### config.mk
export PLATFORM = sky130hd
export DESIGN_NAME = hbch_config_bank
export DESIGN_NICKNAME = d
export VERILOG_FILES = /design/src/hbch_pkg.sv /design/src/hbch_config_bank.sv /design/src/hbch_write_once.sv
export SDC_FILE = /design/constraint.sdc
export NUM_CORES = 1
export LEC_CHECK = 0
export BUFFER_PORTS_ARGS = -buffer_cell sky130_fd_sc_hd__buf_2
export CAP_MARGIN = 25
export CORE_MARGIN = 2
export CORE_UTILIZATION = 35
export CTS_CLUSTER_DIAMETER = 80
export DETAILED_ROUTE_END_ITERATION = 8
export PLACE_DENSITY = 0.6
export SKIP_LAST_GASP = 1
export SYNTH_ARGS = -nofsm -noshare
export SYNTH_HDL_FRONTEND = slang
export SYNTH_SLANG_ARGS = --single-unit
### constraint.sdc
create_clock -name ref_clk -period 2.45 [get_ports ref_clk]
set_input_delay 0.6125 -clock ref_clk [delete_from_list [all_inputs] [get_ports ref_clk]]
set_output_delay 0.6125 -clock ref_clk [all_outputs]
set_load 0.05 [all_outputs]
### src/hbch_pkg.sv
package hbch_pkg;

    // ****************************************************************
    // Register indexes; the byte address is four times the index.
    // ****************************************************************
    localparam logic [7:0] IDX_REVISION = 8'h08;
    localparam logic [7:0] IDX_SUBCLASS = 8'h0a;
    localparam logic [7:0] IDX_BASE_CLASS = 8'h0b;
    localparam logic [7:0] IDX_HEADER_TYPE = 8'h0e;
    localparam logic [7:0] IDX_BOARD_VENDOR = 8'h2c;
    localparam logic [7:0] IDX_BOARD_PRODUCT = 8'h2e;
    localparam logic [7:0] IDX_CAP_POINTER = 8'h34;
    localparam logic [7:0] IDX_CEILING_LOW = 8'h40;
    localparam logic [7:0] IDX_CEILING_HIGH = 8'h41;
    localparam logic [7:0] IDX_FEATURE_SELECT = 8'h60;

    // ****************************************************************
    // Fixed register values.
    // ****************************************************************
    localparam logic [7:0] SUBCLASS_HOST_BRIDGE = 8'h00;
    localparam logic [7:0] BASE_CLASS_BRIDGE = 8'h06;
    localparam logic [7:0] HEADER_MULTI_FUNCTION = 8'h80;
    localparam logic [7:0] HEADER_SINGLE_FUNCTION = 8'h00;
    localparam logic [7:0] CAP_POINTER_VALUE = 8'h40;
    localparam logic [7:0] NEXT_POINTER_NONE = 8'h00;
    localparam logic [15:0] BOARD_ID_RESET = 16'h0000;

    // ****************************************************************
    // Feature ceiling register fields.
    // ****************************************************************
    localparam int CEIL_PART_HI_POS = 37;
    localparam int CEIL_DEV1_OFF_POS = 29;
    localparam int CEIL_VERSION_POS = 24;
    localparam int CEIL_LENGTH_POS = 16;
    localparam int CEIL_PART_LO_POS = 5;
    localparam logic [3:0] CEIL_VERSION_VALUE = 4'h1;
    localparam logic [7:0] CEIL_LENGTH_VALUE = 8'h05;

    // ****************************************************************
    // Feature select register fields and reset values.
    // ****************************************************************
    localparam int SEL_DEV1_POS = 8;
    localparam int SEL_APERTURE_POS = 9;
    localparam int SEL_DEV1_EFF_POS = 16;
    localparam int SEL_APERTURE_EFF_POS = 17;
    localparam int SEL_STRAP_DONE_POS = 18;
    localparam logic SEL_DEV1_RESET = 1'b1;
    localparam logic SEL_APERTURE_RESET = 1'b1;

    // ****************************************************************
    // Bus answers and strap settling.
    // ****************************************************************
    localparam logic [1:0] RESP_OKAY = 2'h0;
    localparam logic [1:0] RESP_SLVERR = 2'h2;
    localparam logic [1:0] STRAP_SETTLE_COUNT = 2'h3;

endpackage : hbch_pkg

### src/hbch_config_bank.sv
// Added by the designer: the AXI4-Lite slave port.
`timescale 1ns/1ps

// Behaviour
// - Revision number is read-only and returns the fixed revision.
// - Sub-class code reads 00h, host bridge, and ignores writes.
// - Base class code reads 06h, bridge, and ignores writes.
// - Header type reads 80h with extra functions on, 00h when all off.
// - Header type has no storage; derived from function enables, writes ignored.
// - Board vendor identifier resets to zero, takes one write, then locks.
// - Board product identifier resets to zero, takes one write, then locks.
// - Capability pointer is read-only and returns 40h.
// - The 40-bit feature ceiling register is read-only; writes ignored.
// - Ceiling bits 27:24 read 0001b, structure revision one.
// - Ceiling bits 23:16 read 05h, the structure length.
// - Ceiling bit 29 disables device 1, zeroes next pointer, locks aperture.
// - Ceiling limits device 1 and the aperture; selections above the ceiling are stored but refused at the outputs.
module hbch_config_bank #(
    parameter logic [7:0] REVISION = 8'h3c, // Arbitrary revision value.
    parameter logic [2:0] PART_CODE_HI = 3'h2, // Arbitrary part code.
    parameter logic [2:0] PART_CODE_LO = 3'h2, // Arbitrary part code.
    parameter logic [7:0] ENABLED_NEXT_PTR = 8'h00,
    parameter int FUNC_COUNT = 4
) (
    input wire logic ref_clk,
    input wire logic rstn,
    input wire logic [11:0] s_axi_awaddr,
    input wire logic s_axi_awvalid,
    output logic s_axi_awready,
    input wire logic [31:0] s_axi_wdata,
    input wire logic [3:0] s_axi_wstrb,
    input wire logic s_axi_wvalid,
    output logic s_axi_wready,
    output logic [1:0] s_axi_bresp,
    output logic s_axi_bvalid,
    input wire logic s_axi_bready,
    input wire logic [11:0] s_axi_araddr,
    input wire logic s_axi_arvalid,
    output logic s_axi_arready,
    output logic [31:0] s_axi_rdata,
    output logic [1:0] s_axi_rresp,
    output logic s_axi_rvalid,
    input wire logic s_axi_rready,
    input wire logic device1_disable_strap,
    output logic [FUNC_COUNT-2:0] function_enable,
    output logic device1_enable,
    output logic aperture_base_read_only,
    output logic aperture_global_access_enable,
    output logic [7:0] next_capability_pointer
);

    // ****************************************************************
    // Parameter check.
    // ****************************************************************
    if (FUNC_COUNT < 2 || FUNC_COUNT > 8) begin : g_bad_count
        $error("FUNC_COUNT must lie between 2 and 8.");
    end

    // ****************************************************************
    // State.
    // ****************************************************************
    typedef struct packed {
        logic awready;
        logic wready;
        logic aw_got;
        logic w_got;
        logic [7:0] aw_index;
        logic [31:0] w_data;
        logic [3:0] w_strb;
        logic bvalid;
        logic [1:0] bresp;
        logic arready;
        logic rvalid;
        logic [31:0] rdata;
        logic [1:0] rresp;
        logic [7:0] ar_index;
        logic [2:0] strap_sync;
        logic [1:0] strap_cnt;
        logic strap_done;
        logic dev1_off;
        logic [FUNC_COUNT-2:0] func_en;
        logic dev1_req;
        logic aperture_req;
        logic dev1_en;
        logic aperture_en;
        logic [7:0] next_ptr;
    } hbch_state_t;

    hbch_state_t state_reg;
    hbch_state_t state_next;
    logic vendor_we;
    logic product_we;
    logic [15:0] vendor_value;
    logic [15:0] product_value;
    logic [39:0] ceiling;

    // Word index of a byte address; the two low bits are ignored.
    function automatic logic [7:0] addr_index(input logic [11:0] addr);
        addr_index = addr[9:2];
    endfunction : addr_index

    // Whether an address falls outside the upper index range.
    function automatic logic addr_high(input logic [11:0] addr);
        addr_high = |addr[11:10];
    endfunction : addr_high

    // Byte lane mask for a 16-bit register in the low half of a word.
    function automatic logic [15:0] lane_mask(input logic [3:0] strb);
        lane_mask = {{8{strb[1]}}, {8{strb[0]}}};
    endfunction : lane_mask

    // Ceiling value with fixed fields and zero reserved bits.
    always_comb begin
        ceiling = '0;
        ceiling[hbch_pkg::CEIL_PART_HI_POS+:3] = PART_CODE_HI;
        ceiling[hbch_pkg::CEIL_DEV1_OFF_POS] = state_reg.dev1_off;
        ceiling[hbch_pkg::CEIL_VERSION_POS+:4] = hbch_pkg::CEIL_VERSION_VALUE;
        ceiling[hbch_pkg::CEIL_LENGTH_POS+:8] = hbch_pkg::CEIL_LENGTH_VALUE;
        ceiling[hbch_pkg::CEIL_PART_LO_POS+:3] = PART_CODE_LO;
    end

    // Read word for a register index; unmapped indexes flag an error.
    function automatic logic [32:0] read_word(input logic [7:0] idx, input logic high,
        input hbch_state_t st, input logic [39:0] ceil,
        input logic [15:0] vend, input logic [15:0] prod);
        logic [31:0] w;
        logic err;
        w = '0;
        err = 1'b0;
        if (high) begin
            err = 1'b1;
        end else if (idx == hbch_pkg::IDX_REVISION) begin
            w[7:0] = REVISION;
        end else if (idx == hbch_pkg::IDX_SUBCLASS) begin
            w[7:0] = hbch_pkg::SUBCLASS_HOST_BRIDGE;
        end else if (idx == hbch_pkg::IDX_BASE_CLASS) begin
            w[7:0] = hbch_pkg::BASE_CLASS_BRIDGE;
        end else if (idx == hbch_pkg::IDX_HEADER_TYPE) begin
            w[7:0] = (|st.func_en) ? hbch_pkg::HEADER_MULTI_FUNCTION
                : hbch_pkg::HEADER_SINGLE_FUNCTION;
        end else if (idx == hbch_pkg::IDX_BOARD_VENDOR) begin
            w[15:0] = vend;
        end else if (idx == hbch_pkg::IDX_BOARD_PRODUCT) begin
            w[15:0] = prod;
        end else if (idx == hbch_pkg::IDX_CAP_POINTER) begin
            w[7:0] = hbch_pkg::CAP_POINTER_VALUE;
        end else if (idx == hbch_pkg::IDX_CEILING_LOW) begin
            w = ceil[31:0];
        end else if (idx == hbch_pkg::IDX_CEILING_HIGH) begin
            w[7:0] = ceil[39:32];
        end else if (idx == hbch_pkg::IDX_FEATURE_SELECT) begin
            w[FUNC_COUNT-2:0] = st.func_en;
            w[hbch_pkg::SEL_DEV1_POS] = st.dev1_req;
            w[hbch_pkg::SEL_APERTURE_POS] = st.aperture_req;
            w[hbch_pkg::SEL_DEV1_EFF_POS] = st.dev1_en;
            w[hbch_pkg::SEL_APERTURE_EFF_POS] = st.aperture_en;
            w[hbch_pkg::SEL_STRAP_DONE_POS] = st.strap_done;
        end else begin
            err = 1'b1;
        end
        read_word = {err, w};
    endfunction : read_word

    // ****************************************************************
    // Next-state logic: bus slave, strap capture and feature limits.
    // ****************************************************************
    always_comb begin
        logic [32:0] rd;
        logic wr_fire;
        logic wr_err;
        rd = '0;
        wr_fire = 1'b0;
        wr_err = 1'b0;
        state_next = state_reg;
        vendor_we = 1'b0;
        product_we = 1'b0;
        // Address and data are taken independently, in either order.
        if (state_reg.awready && s_axi_awvalid) begin
            state_next.aw_got = 1'b1;
            state_next.aw_index = addr_high(s_axi_awaddr) ? 8'hff : addr_index(s_axi_awaddr);
        end
        if (state_reg.wready && s_axi_wvalid) begin
            state_next.w_got = 1'b1;
            state_next.w_data = s_axi_wdata;
            state_next.w_strb = s_axi_wstrb;
        end
        // Once both halves are held the write acts and its response is raised.
        wr_fire = state_reg.aw_got && state_reg.w_got && !state_reg.bvalid;
        if (wr_fire) begin
            rd = read_word(state_reg.aw_index, 1'b0, state_reg, ceiling,
                vendor_value, product_value);
            wr_err = rd[32];
            state_next.aw_got = 1'b0;
            state_next.w_got = 1'b0;
            state_next.bvalid = 1'b1;
            state_next.bresp = wr_err ? hbch_pkg::RESP_SLVERR : hbch_pkg::RESP_OKAY;
            if (state_reg.aw_index == hbch_pkg::IDX_BOARD_VENDOR) begin
                vendor_we = |state_reg.w_strb[1:0];
            end else if (state_reg.aw_index == hbch_pkg::IDX_BOARD_PRODUCT) begin
                product_we = |state_reg.w_strb[1:0];
            end else if (state_reg.aw_index == hbch_pkg::IDX_FEATURE_SELECT) begin
                if (state_reg.w_strb[0]) begin
                    state_next.func_en = state_reg.w_data[FUNC_COUNT-2:0];
                end
                if (state_reg.w_strb[1]) begin
                    state_next.dev1_req = state_reg.w_data[hbch_pkg::SEL_DEV1_POS];
                    state_next.aperture_req = state_reg.w_data[hbch_pkg::SEL_APERTURE_POS];
                end
            end
        end
        if (state_reg.bvalid && s_axi_bready) begin
            state_next.bvalid = 1'b0;
        end
        state_next.awready = !state_next.aw_got && !state_next.bvalid;
        state_next.wready = !state_next.w_got && !state_next.bvalid;
        // A read is answered on the same edge that takes its address.
        if (state_reg.arready && s_axi_arvalid) begin
            rd = read_word(addr_index(s_axi_araddr), addr_high(s_axi_araddr), state_reg,
                ceiling, vendor_value, product_value);
            state_next.rvalid = 1'b1;
            state_next.rdata = rd[31:0];
            state_next.rresp = rd[32] ? hbch_pkg::RESP_SLVERR : hbch_pkg::RESP_OKAY;
            state_next.ar_index = addr_high(s_axi_araddr) ? 8'hff : addr_index(s_axi_araddr);
        end else if (state_reg.rvalid && s_axi_rready) begin
            state_next.rvalid = 1'b0;
        end
        state_next.arready = !state_next.rvalid;
        // The strap is caught once, after it has settled through the synchroniser.
        state_next.strap_sync = {state_reg.strap_sync[1:0], device1_disable_strap};
        if (!state_reg.strap_done) begin
            if (state_reg.strap_cnt != hbch_pkg::STRAP_SETTLE_COUNT) begin
                state_next.strap_cnt = state_reg.strap_cnt + 2'h1;
            end else if (state_reg.strap_sync[1] == state_reg.strap_sync[2]) begin
                state_next.strap_done = 1'b1;
                state_next.dev1_off = state_reg.strap_sync[2];
            end
        end
        // Selections above the ceiling are refused at the outputs.
        state_next.dev1_en = state_next.strap_done && state_next.dev1_req
            && !state_next.dev1_off;
        state_next.aperture_en = state_next.strap_done && state_next.aperture_req
            && !state_next.dev1_off;
        state_next.next_ptr = state_next.dev1_off ? hbch_pkg::NEXT_POINTER_NONE
            : ENABLED_NEXT_PTR;
    end

    // State register with synchronous active-low reset.
    always_ff @(posedge ref_clk) begin
        if (!rstn) begin
            state_reg <= '0;
            state_reg.func_en <= '1;
            state_reg.dev1_req <= hbch_pkg::SEL_DEV1_RESET;
            state_reg.aperture_req <= hbch_pkg::SEL_APERTURE_RESET;
        end else begin
            state_reg <= state_next;
        end
    end

    // ****************************************************************
    // Write-once board identifiers.
    // ****************************************************************
    hbch_write_once #(.WIDTH(16)) u_vendor (
        .ref_clk(ref_clk),
        .rstn(rstn),
        .write_en(vendor_we),
        .write_data(state_reg.w_data[15:0]),
        .write_mask(lane_mask(state_reg.w_strb)),
        .value(vendor_value),
        .locked()
    );

    hbch_write_once #(.WIDTH(16)) u_product (
        .ref_clk(ref_clk),
        .rstn(rstn),
        .write_en(product_we),
        .write_data(state_reg.w_data[15:0]),
        .write_mask(lane_mask(state_reg.w_strb)),
        .value(product_value),
        .locked()
    );

    // Outputs come straight from the state register.
    assign s_axi_awready = state_reg.awready;
    assign s_axi_wready = state_reg.wready;
    assign s_axi_bresp = state_reg.bresp;
    assign s_axi_bvalid = state_reg.bvalid;
    assign s_axi_arready = state_reg.arready;
    assign s_axi_rdata = state_reg.rdata;
    assign s_axi_rresp = state_reg.rresp;
    assign s_axi_rvalid = state_reg.rvalid;
    assign function_enable = state_reg.func_en;
    assign device1_enable = state_reg.dev1_en;
    assign aperture_base_read_only = state_reg.dev1_off;
    assign aperture_global_access_enable = state_reg.aperture_en;
    assign next_capability_pointer = state_reg.next_ptr;

    // ****************************************************************
    // Checks.
    // ****************************************************************
    revision_read_a : assert property (@(posedge ref_clk) disable iff (!rstn)
        ($rose(state_reg.rvalid) && state_reg.ar_index == hbch_pkg::IDX_REVISION)
        |-> state_reg.rdata == {24'h000000, REVISION})
        else $error("Revision read wrong.");
    subclass_read_a : assert property (@(posedge ref_clk) disable iff (!rstn)
        ($rose(state_reg.rvalid) && state_reg.ar_index == hbch_pkg::IDX_SUBCLASS)
        |-> state_reg.rdata == 32'h00000000)
        else $error("Sub-class read wrong.");
    base_class_read_a : assert property (@(posedge ref_clk) disable iff (!rstn)
        ($rose(state_reg.rvalid) && state_reg.ar_index == hbch_pkg::IDX_BASE_CLASS)
        |-> state_reg.rdata == 32'h00000006)
        else $error("Base class read wrong.");
    header_type_a : assert property (@(posedge ref_clk) disable iff (!rstn)
        ($rose(state_reg.rvalid) && state_reg.ar_index == hbch_pkg::IDX_HEADER_TYPE)
        |-> state_reg.rdata == ($past(|state_reg.func_en) ? 32'h00000080 : 32'h00000000))
        else $error("Header type does not follow function enables.");
    cap_pointer_a : assert property (@(posedge ref_clk) disable iff (!rstn)
        ($rose(state_reg.rvalid) && state_reg.ar_index == hbch_pkg::IDX_CAP_POINTER)
        |-> state_reg.rdata == 32'h00000040)
        else $error("Capability pointer read wrong.");
    ceiling_fields_a : assert property (@(posedge ref_clk) disable iff (!rstn)
        ($rose(state_reg.rvalid) && state_reg.ar_index == hbch_pkg::IDX_CEILING_LOW)
        |-> (state_reg.rdata[27:16] == 12'h105 && state_reg.rdata[15:8] == 8'h00
            && state_reg.rdata[4:0] == 5'h00 && state_reg.rdata[28] == 1'b0))
        else $error("Ceiling fields wrong.");
    ceiling_high_a : assert property (@(posedge ref_clk) disable iff (!rstn)
        ($rose(state_reg.rvalid) && state_reg.ar_index == hbch_pkg::IDX_CEILING_HIGH)
        |-> (state_reg.rdata[31:8] == 24'h000000 && state_reg.rdata[4:0] == 5'h00))
        else $error("Ceiling reserved bits not zero.");
    device1_off_a : assert property (@(posedge ref_clk) disable iff (!rstn)
        state_reg.dev1_off |-> (!device1_enable && !aperture_global_access_enable
            && next_capability_pointer == 8'h00 && aperture_base_read_only))
        else $error("Device 1 not shut off by ceiling.");
    ceiling_limit_a : assert property (@(posedge ref_clk) disable iff (!rstn)
        (state_reg.dev1_req && state_reg.strap_done && !state_reg.dev1_off)
        |=> (device1_enable || $changed(state_reg.dev1_req)))
        else $error("Device 1 selection not served under ceiling.");
endmodule : hbch_config_bank

### src/hbch_write_once.sv
`timescale 1ns/1ps

// A register that takes its first write and then keeps its value.
module hbch_write_once #(
    parameter int WIDTH = 16
) (
    input wire logic ref_clk,
    input wire logic rstn,
    input wire logic write_en,
    input wire logic [WIDTH-1:0] write_data,
    input wire logic [WIDTH-1:0] write_mask,
    output logic [WIDTH-1:0] value,
    output logic locked
);

    typedef struct packed {
        logic [WIDTH-1:0] value;
        logic locked;
    } hbch_wo_state_t;

    hbch_wo_state_t state_reg;
    hbch_wo_state_t state_next;

    // The first write stores the enabled bits and locks; later ones are dropped.
    always_comb begin
        state_next = state_reg;
        if (write_en && !state_reg.locked) begin
            state_next.value = (state_reg.value & ~write_mask) | (write_data & write_mask);
            state_next.locked = 1'b1;
        end
    end

    // State register with synchronous reset to zero and unlocked.
    always_ff @(posedge ref_clk) begin
        if (!rstn) begin
            state_reg.value <= WIDTH'(hbch_pkg::BOARD_ID_RESET);
            state_reg.locked <= 1'b0;
        end else begin
            state_reg <= state_next;
        end
    end

    assign value = state_reg.value;
    assign locked = state_reg.locked;

    // ****************************************************************
    // Checks.
    // ****************************************************************
    locked_value_hold_a : assert property (@(posedge ref_clk) disable iff (!rstn)
        state_reg.locked |=> (state_reg.locked && $stable(state_reg.value)))
        else $error("Write-once value changed after lock.");

    first_write_lock_a : assert property (@(posedge ref_clk) disable iff (!rstn)
        (write_en && !state_reg.locked) |=> (state_reg.locked
            && ((state_reg.value & $past(write_mask)) == ($past(write_data) & $past(write_mask)))))
        else $error("First write not stored or not locked.");

endmodule : hbch_write_once
==> results.json <==
{
  "outcome": "completed",
  "core.rowCount": 42,
  "total_power_mw": 3.77,
  "hold_path_startpoint": "state_next[20]",
  "drc": 0,
  "p_leak_nw": 2.31,
  "drtAntennaViolNets": 0,
  "finalCritPeriodShare": 0.822,
  "yosys_warnings": 0,
  "wirelength_um": 11100,
  "fin_nets": 665,
  "post_cts_resized": 0,
  "dp_hpwl_um": 8120,
  "synth-main-ff-cell": "dfxtp_1",
  "worstPathMaxFanout": 7,
  "wl_per_cell_um": 14.3,
  "fin_ws_ps": 436,
  "viasPerCell": 4.93,
  "die_y_um": 120,
  "start_util": 0.357,
  "port_buffers": 79,
  "cp_slowest_stage_delay_ps": 540,
  "grt_pass1_vias": 3625,
  "htree_levels": 3,
  "p_per_area_nw_per_um2": 703,
  "synth_cell_type_count": 59,
  "vias": 3823,
  "grt_usage": 0.159,
  "ys_seq_area_frac": 0.440,
  "cts_sinks": 104,
  "dieArea_um2": 14500,
  "first_pass_iters": 4,
  "max_freq_mhz": 497,
  "core_um2": 13200,
  "cts_setup_buffers": 0,
  "min_period_ps": 2010,
  "fin_worst_skew_ps": 7.00,
  "async_flop_share": 0,
  "synth_area_leaders": "dfxtp_1 (44%), nand2_1 (9.0%), mux2i_1 (8.5%)",
  "setup_viol": 0,
  "antenna_found_initial": 0,
  "ys_seq_elements": 104,
  "slew_headroom": 0.566,
  "tns_ps": 0,
  "layout_commonest_cell": "nand2_1",
  "syn_avg_cell_area_um2": 8.61,
  "grt-ovfl-total": 0,
  "r2r-start": "state_reg[114]",
  "synthesis.area_um2": 4730,
  "n_antenna_cell": 0,
  "whs_endpoint": "state_next[21]",
  "drt-initial-drc-count": 229,
  "path_clk_slew_ps": 70,
  "cp-end-kind": "register",
  "numCtsBuffers": 9,
  "grt.busiest_layer": "met2",
  "pre_cts_ws_ps": 120,
  "use_met3": 0.0392,
  "use_met2": 0.235,
  "drv_cap": 0,
  "place.gp.congestion": 0.873,
  "boundaryPins": 123,
  "r2r_cells": 4,
  "worstPathCellList": "buf_2 -> or4b_4 -> or4_4 -> a221o_1 -> a21oi_2",
  "grt_start_max_net_pins": 66,
  "cts_tree": "built",
  "fp.dieW_um": 120,
  "tightest_slew_ps": 650,
  "rrSetupSlack_ps": 460,
  "grt_pass1_wl_um": 18300,
  "cp.required_ps": 2730,
  "critical_path_arrival_ps": 2290,
  "hold_viol": 0,
  "synth_edf_count": 0,
  "hold_path_class": "reg2reg",
  "cp-start-kind": "input port",
  "drv_slew": 0,
  "criticalPathCategory": "in2reg",
  "grtUsageMet1": 0.230,
  "rsz0062_at_grt": "no",
  "synth_top_area_cell": "dfxtp_1",
  "fillers": 1388,
  "synthCells": 549,
  "worstSkewPairLatency_ps": 340,
  "whs_path_depth": 1,
  "slowest_stage": "or4b_4",
  "area_growth_pct": 13.3,
  "synth_top_area_frac": 0.440,
  "final_cell_mix": "nand2_1 (114), dfxtp_1 (104), buf_2 (79), mux2i_1 (40), a21oi_1 (36)",
  "hold_buffers": 0,
  "vdd_drop_max_mv": 0.358,
  "cts_root_buf": "clkbuf_16",
  "final_layout_size_suffix_gt1_frac": 0.197,
  "cts_buffer_depth": 2
}
## cells in the mapped netlist (8+ instances only)
| cell | n |
|---|---|
| a21oi_1 | 36 |
| and2_1 | 8 |
| buf_4 | 47 |
| clkbuf_1 | 21 |
| dfxtp_1 | 104 |
| mux2i_1 | 40 |
| nand2_1 | 114 |
| nand2b_1 | 10 |
| nor2_1 | 26 |
| nor3_1 | 12 |
| o21ai_0 | 22 |
| o22ai_1 | 9 |
## power by group
part	total (mW)	leakage (nW)	internal [mW]	switching (mW)
logic	0.428	1.31	0.131	0.297
registers	1.80	0.844	1.75	0.0523
clock network	1.54	0.155	0.917	0.619
## cell type report
type,instances,area [µm²],area share
Clock buffer,10,239,0.0446
Clock inverter,5,81.3,0.0152
Inverter,7,26.3,0.00490
Multi-Input combinational cell,385,2240,0.418
Sequential cell,104,2080,0.388
Tap cell,176,220,0.0411
Timing Repair Buffer,89,470,0.0878
## worst max-delay path: cells and delay by family
| family | cells | cell delay, ps |
|---|---|---|
| buffers and inverters | 1 | 140 |
| AND/OR/NAND/NOR | 2 | 1060 |
| AO/OA/AOI/OAI | 2 | 470 |
## cell families after synthesis
family / synth area share
xor gates and xnor gates: 0.00370
AOI/OAI and AO/OA: 0.136
muxes: 0.0918
and+or+nand+nor: 0.221
DFF: 0.440
buffers and inverters: 0.102
other: 0.000793
adders and majority gates: 0.00476
## per-stage QoR
stage | utilization | std cells | area [µm²] | hold WS [ps]
6_report | 0.405 | 776 | 5360 | 445
5_1_grt | 0.405 | 776 | 5360 | 468
4_1_cts | 0.405 | 776 | 5360 | 440
3_5_place_dp | 0.381 | 761 | 5040 | 422
3_3_place_gp | 0.381 | 761 | 5040 | 418
2_1_floorplan | - | 569 | 4800 | 412
## worst max-delay path by stage
stage	startpoint	end	slack (ps)	cells after the start
global placement	s_axi_araddr[5]	s_axi_rdata[16]	140	5
global route	state_reg[114]	register	330	4
CTS	s_axi_araddr[5]	s_axi_rdata[16]	460	5
detailed placement	s_axi_araddr[5]	s_axi_rdata[16]	120	5
floorplan	s_axi_araddr[4]	s_axi_rdata[16]	330	4
finish	s_axi_araddr[5]	s_axi_rdata[16]	440	5
## routing by layer
layer / vias to the layer above / wire, µm
met5: - / 0
met4: 0 / 116
met3: 10 / 593
met2: 106 / 4760
met1: 1778 / 5650
li1: 1929 / -
Power figures use the tool's default switching activity.
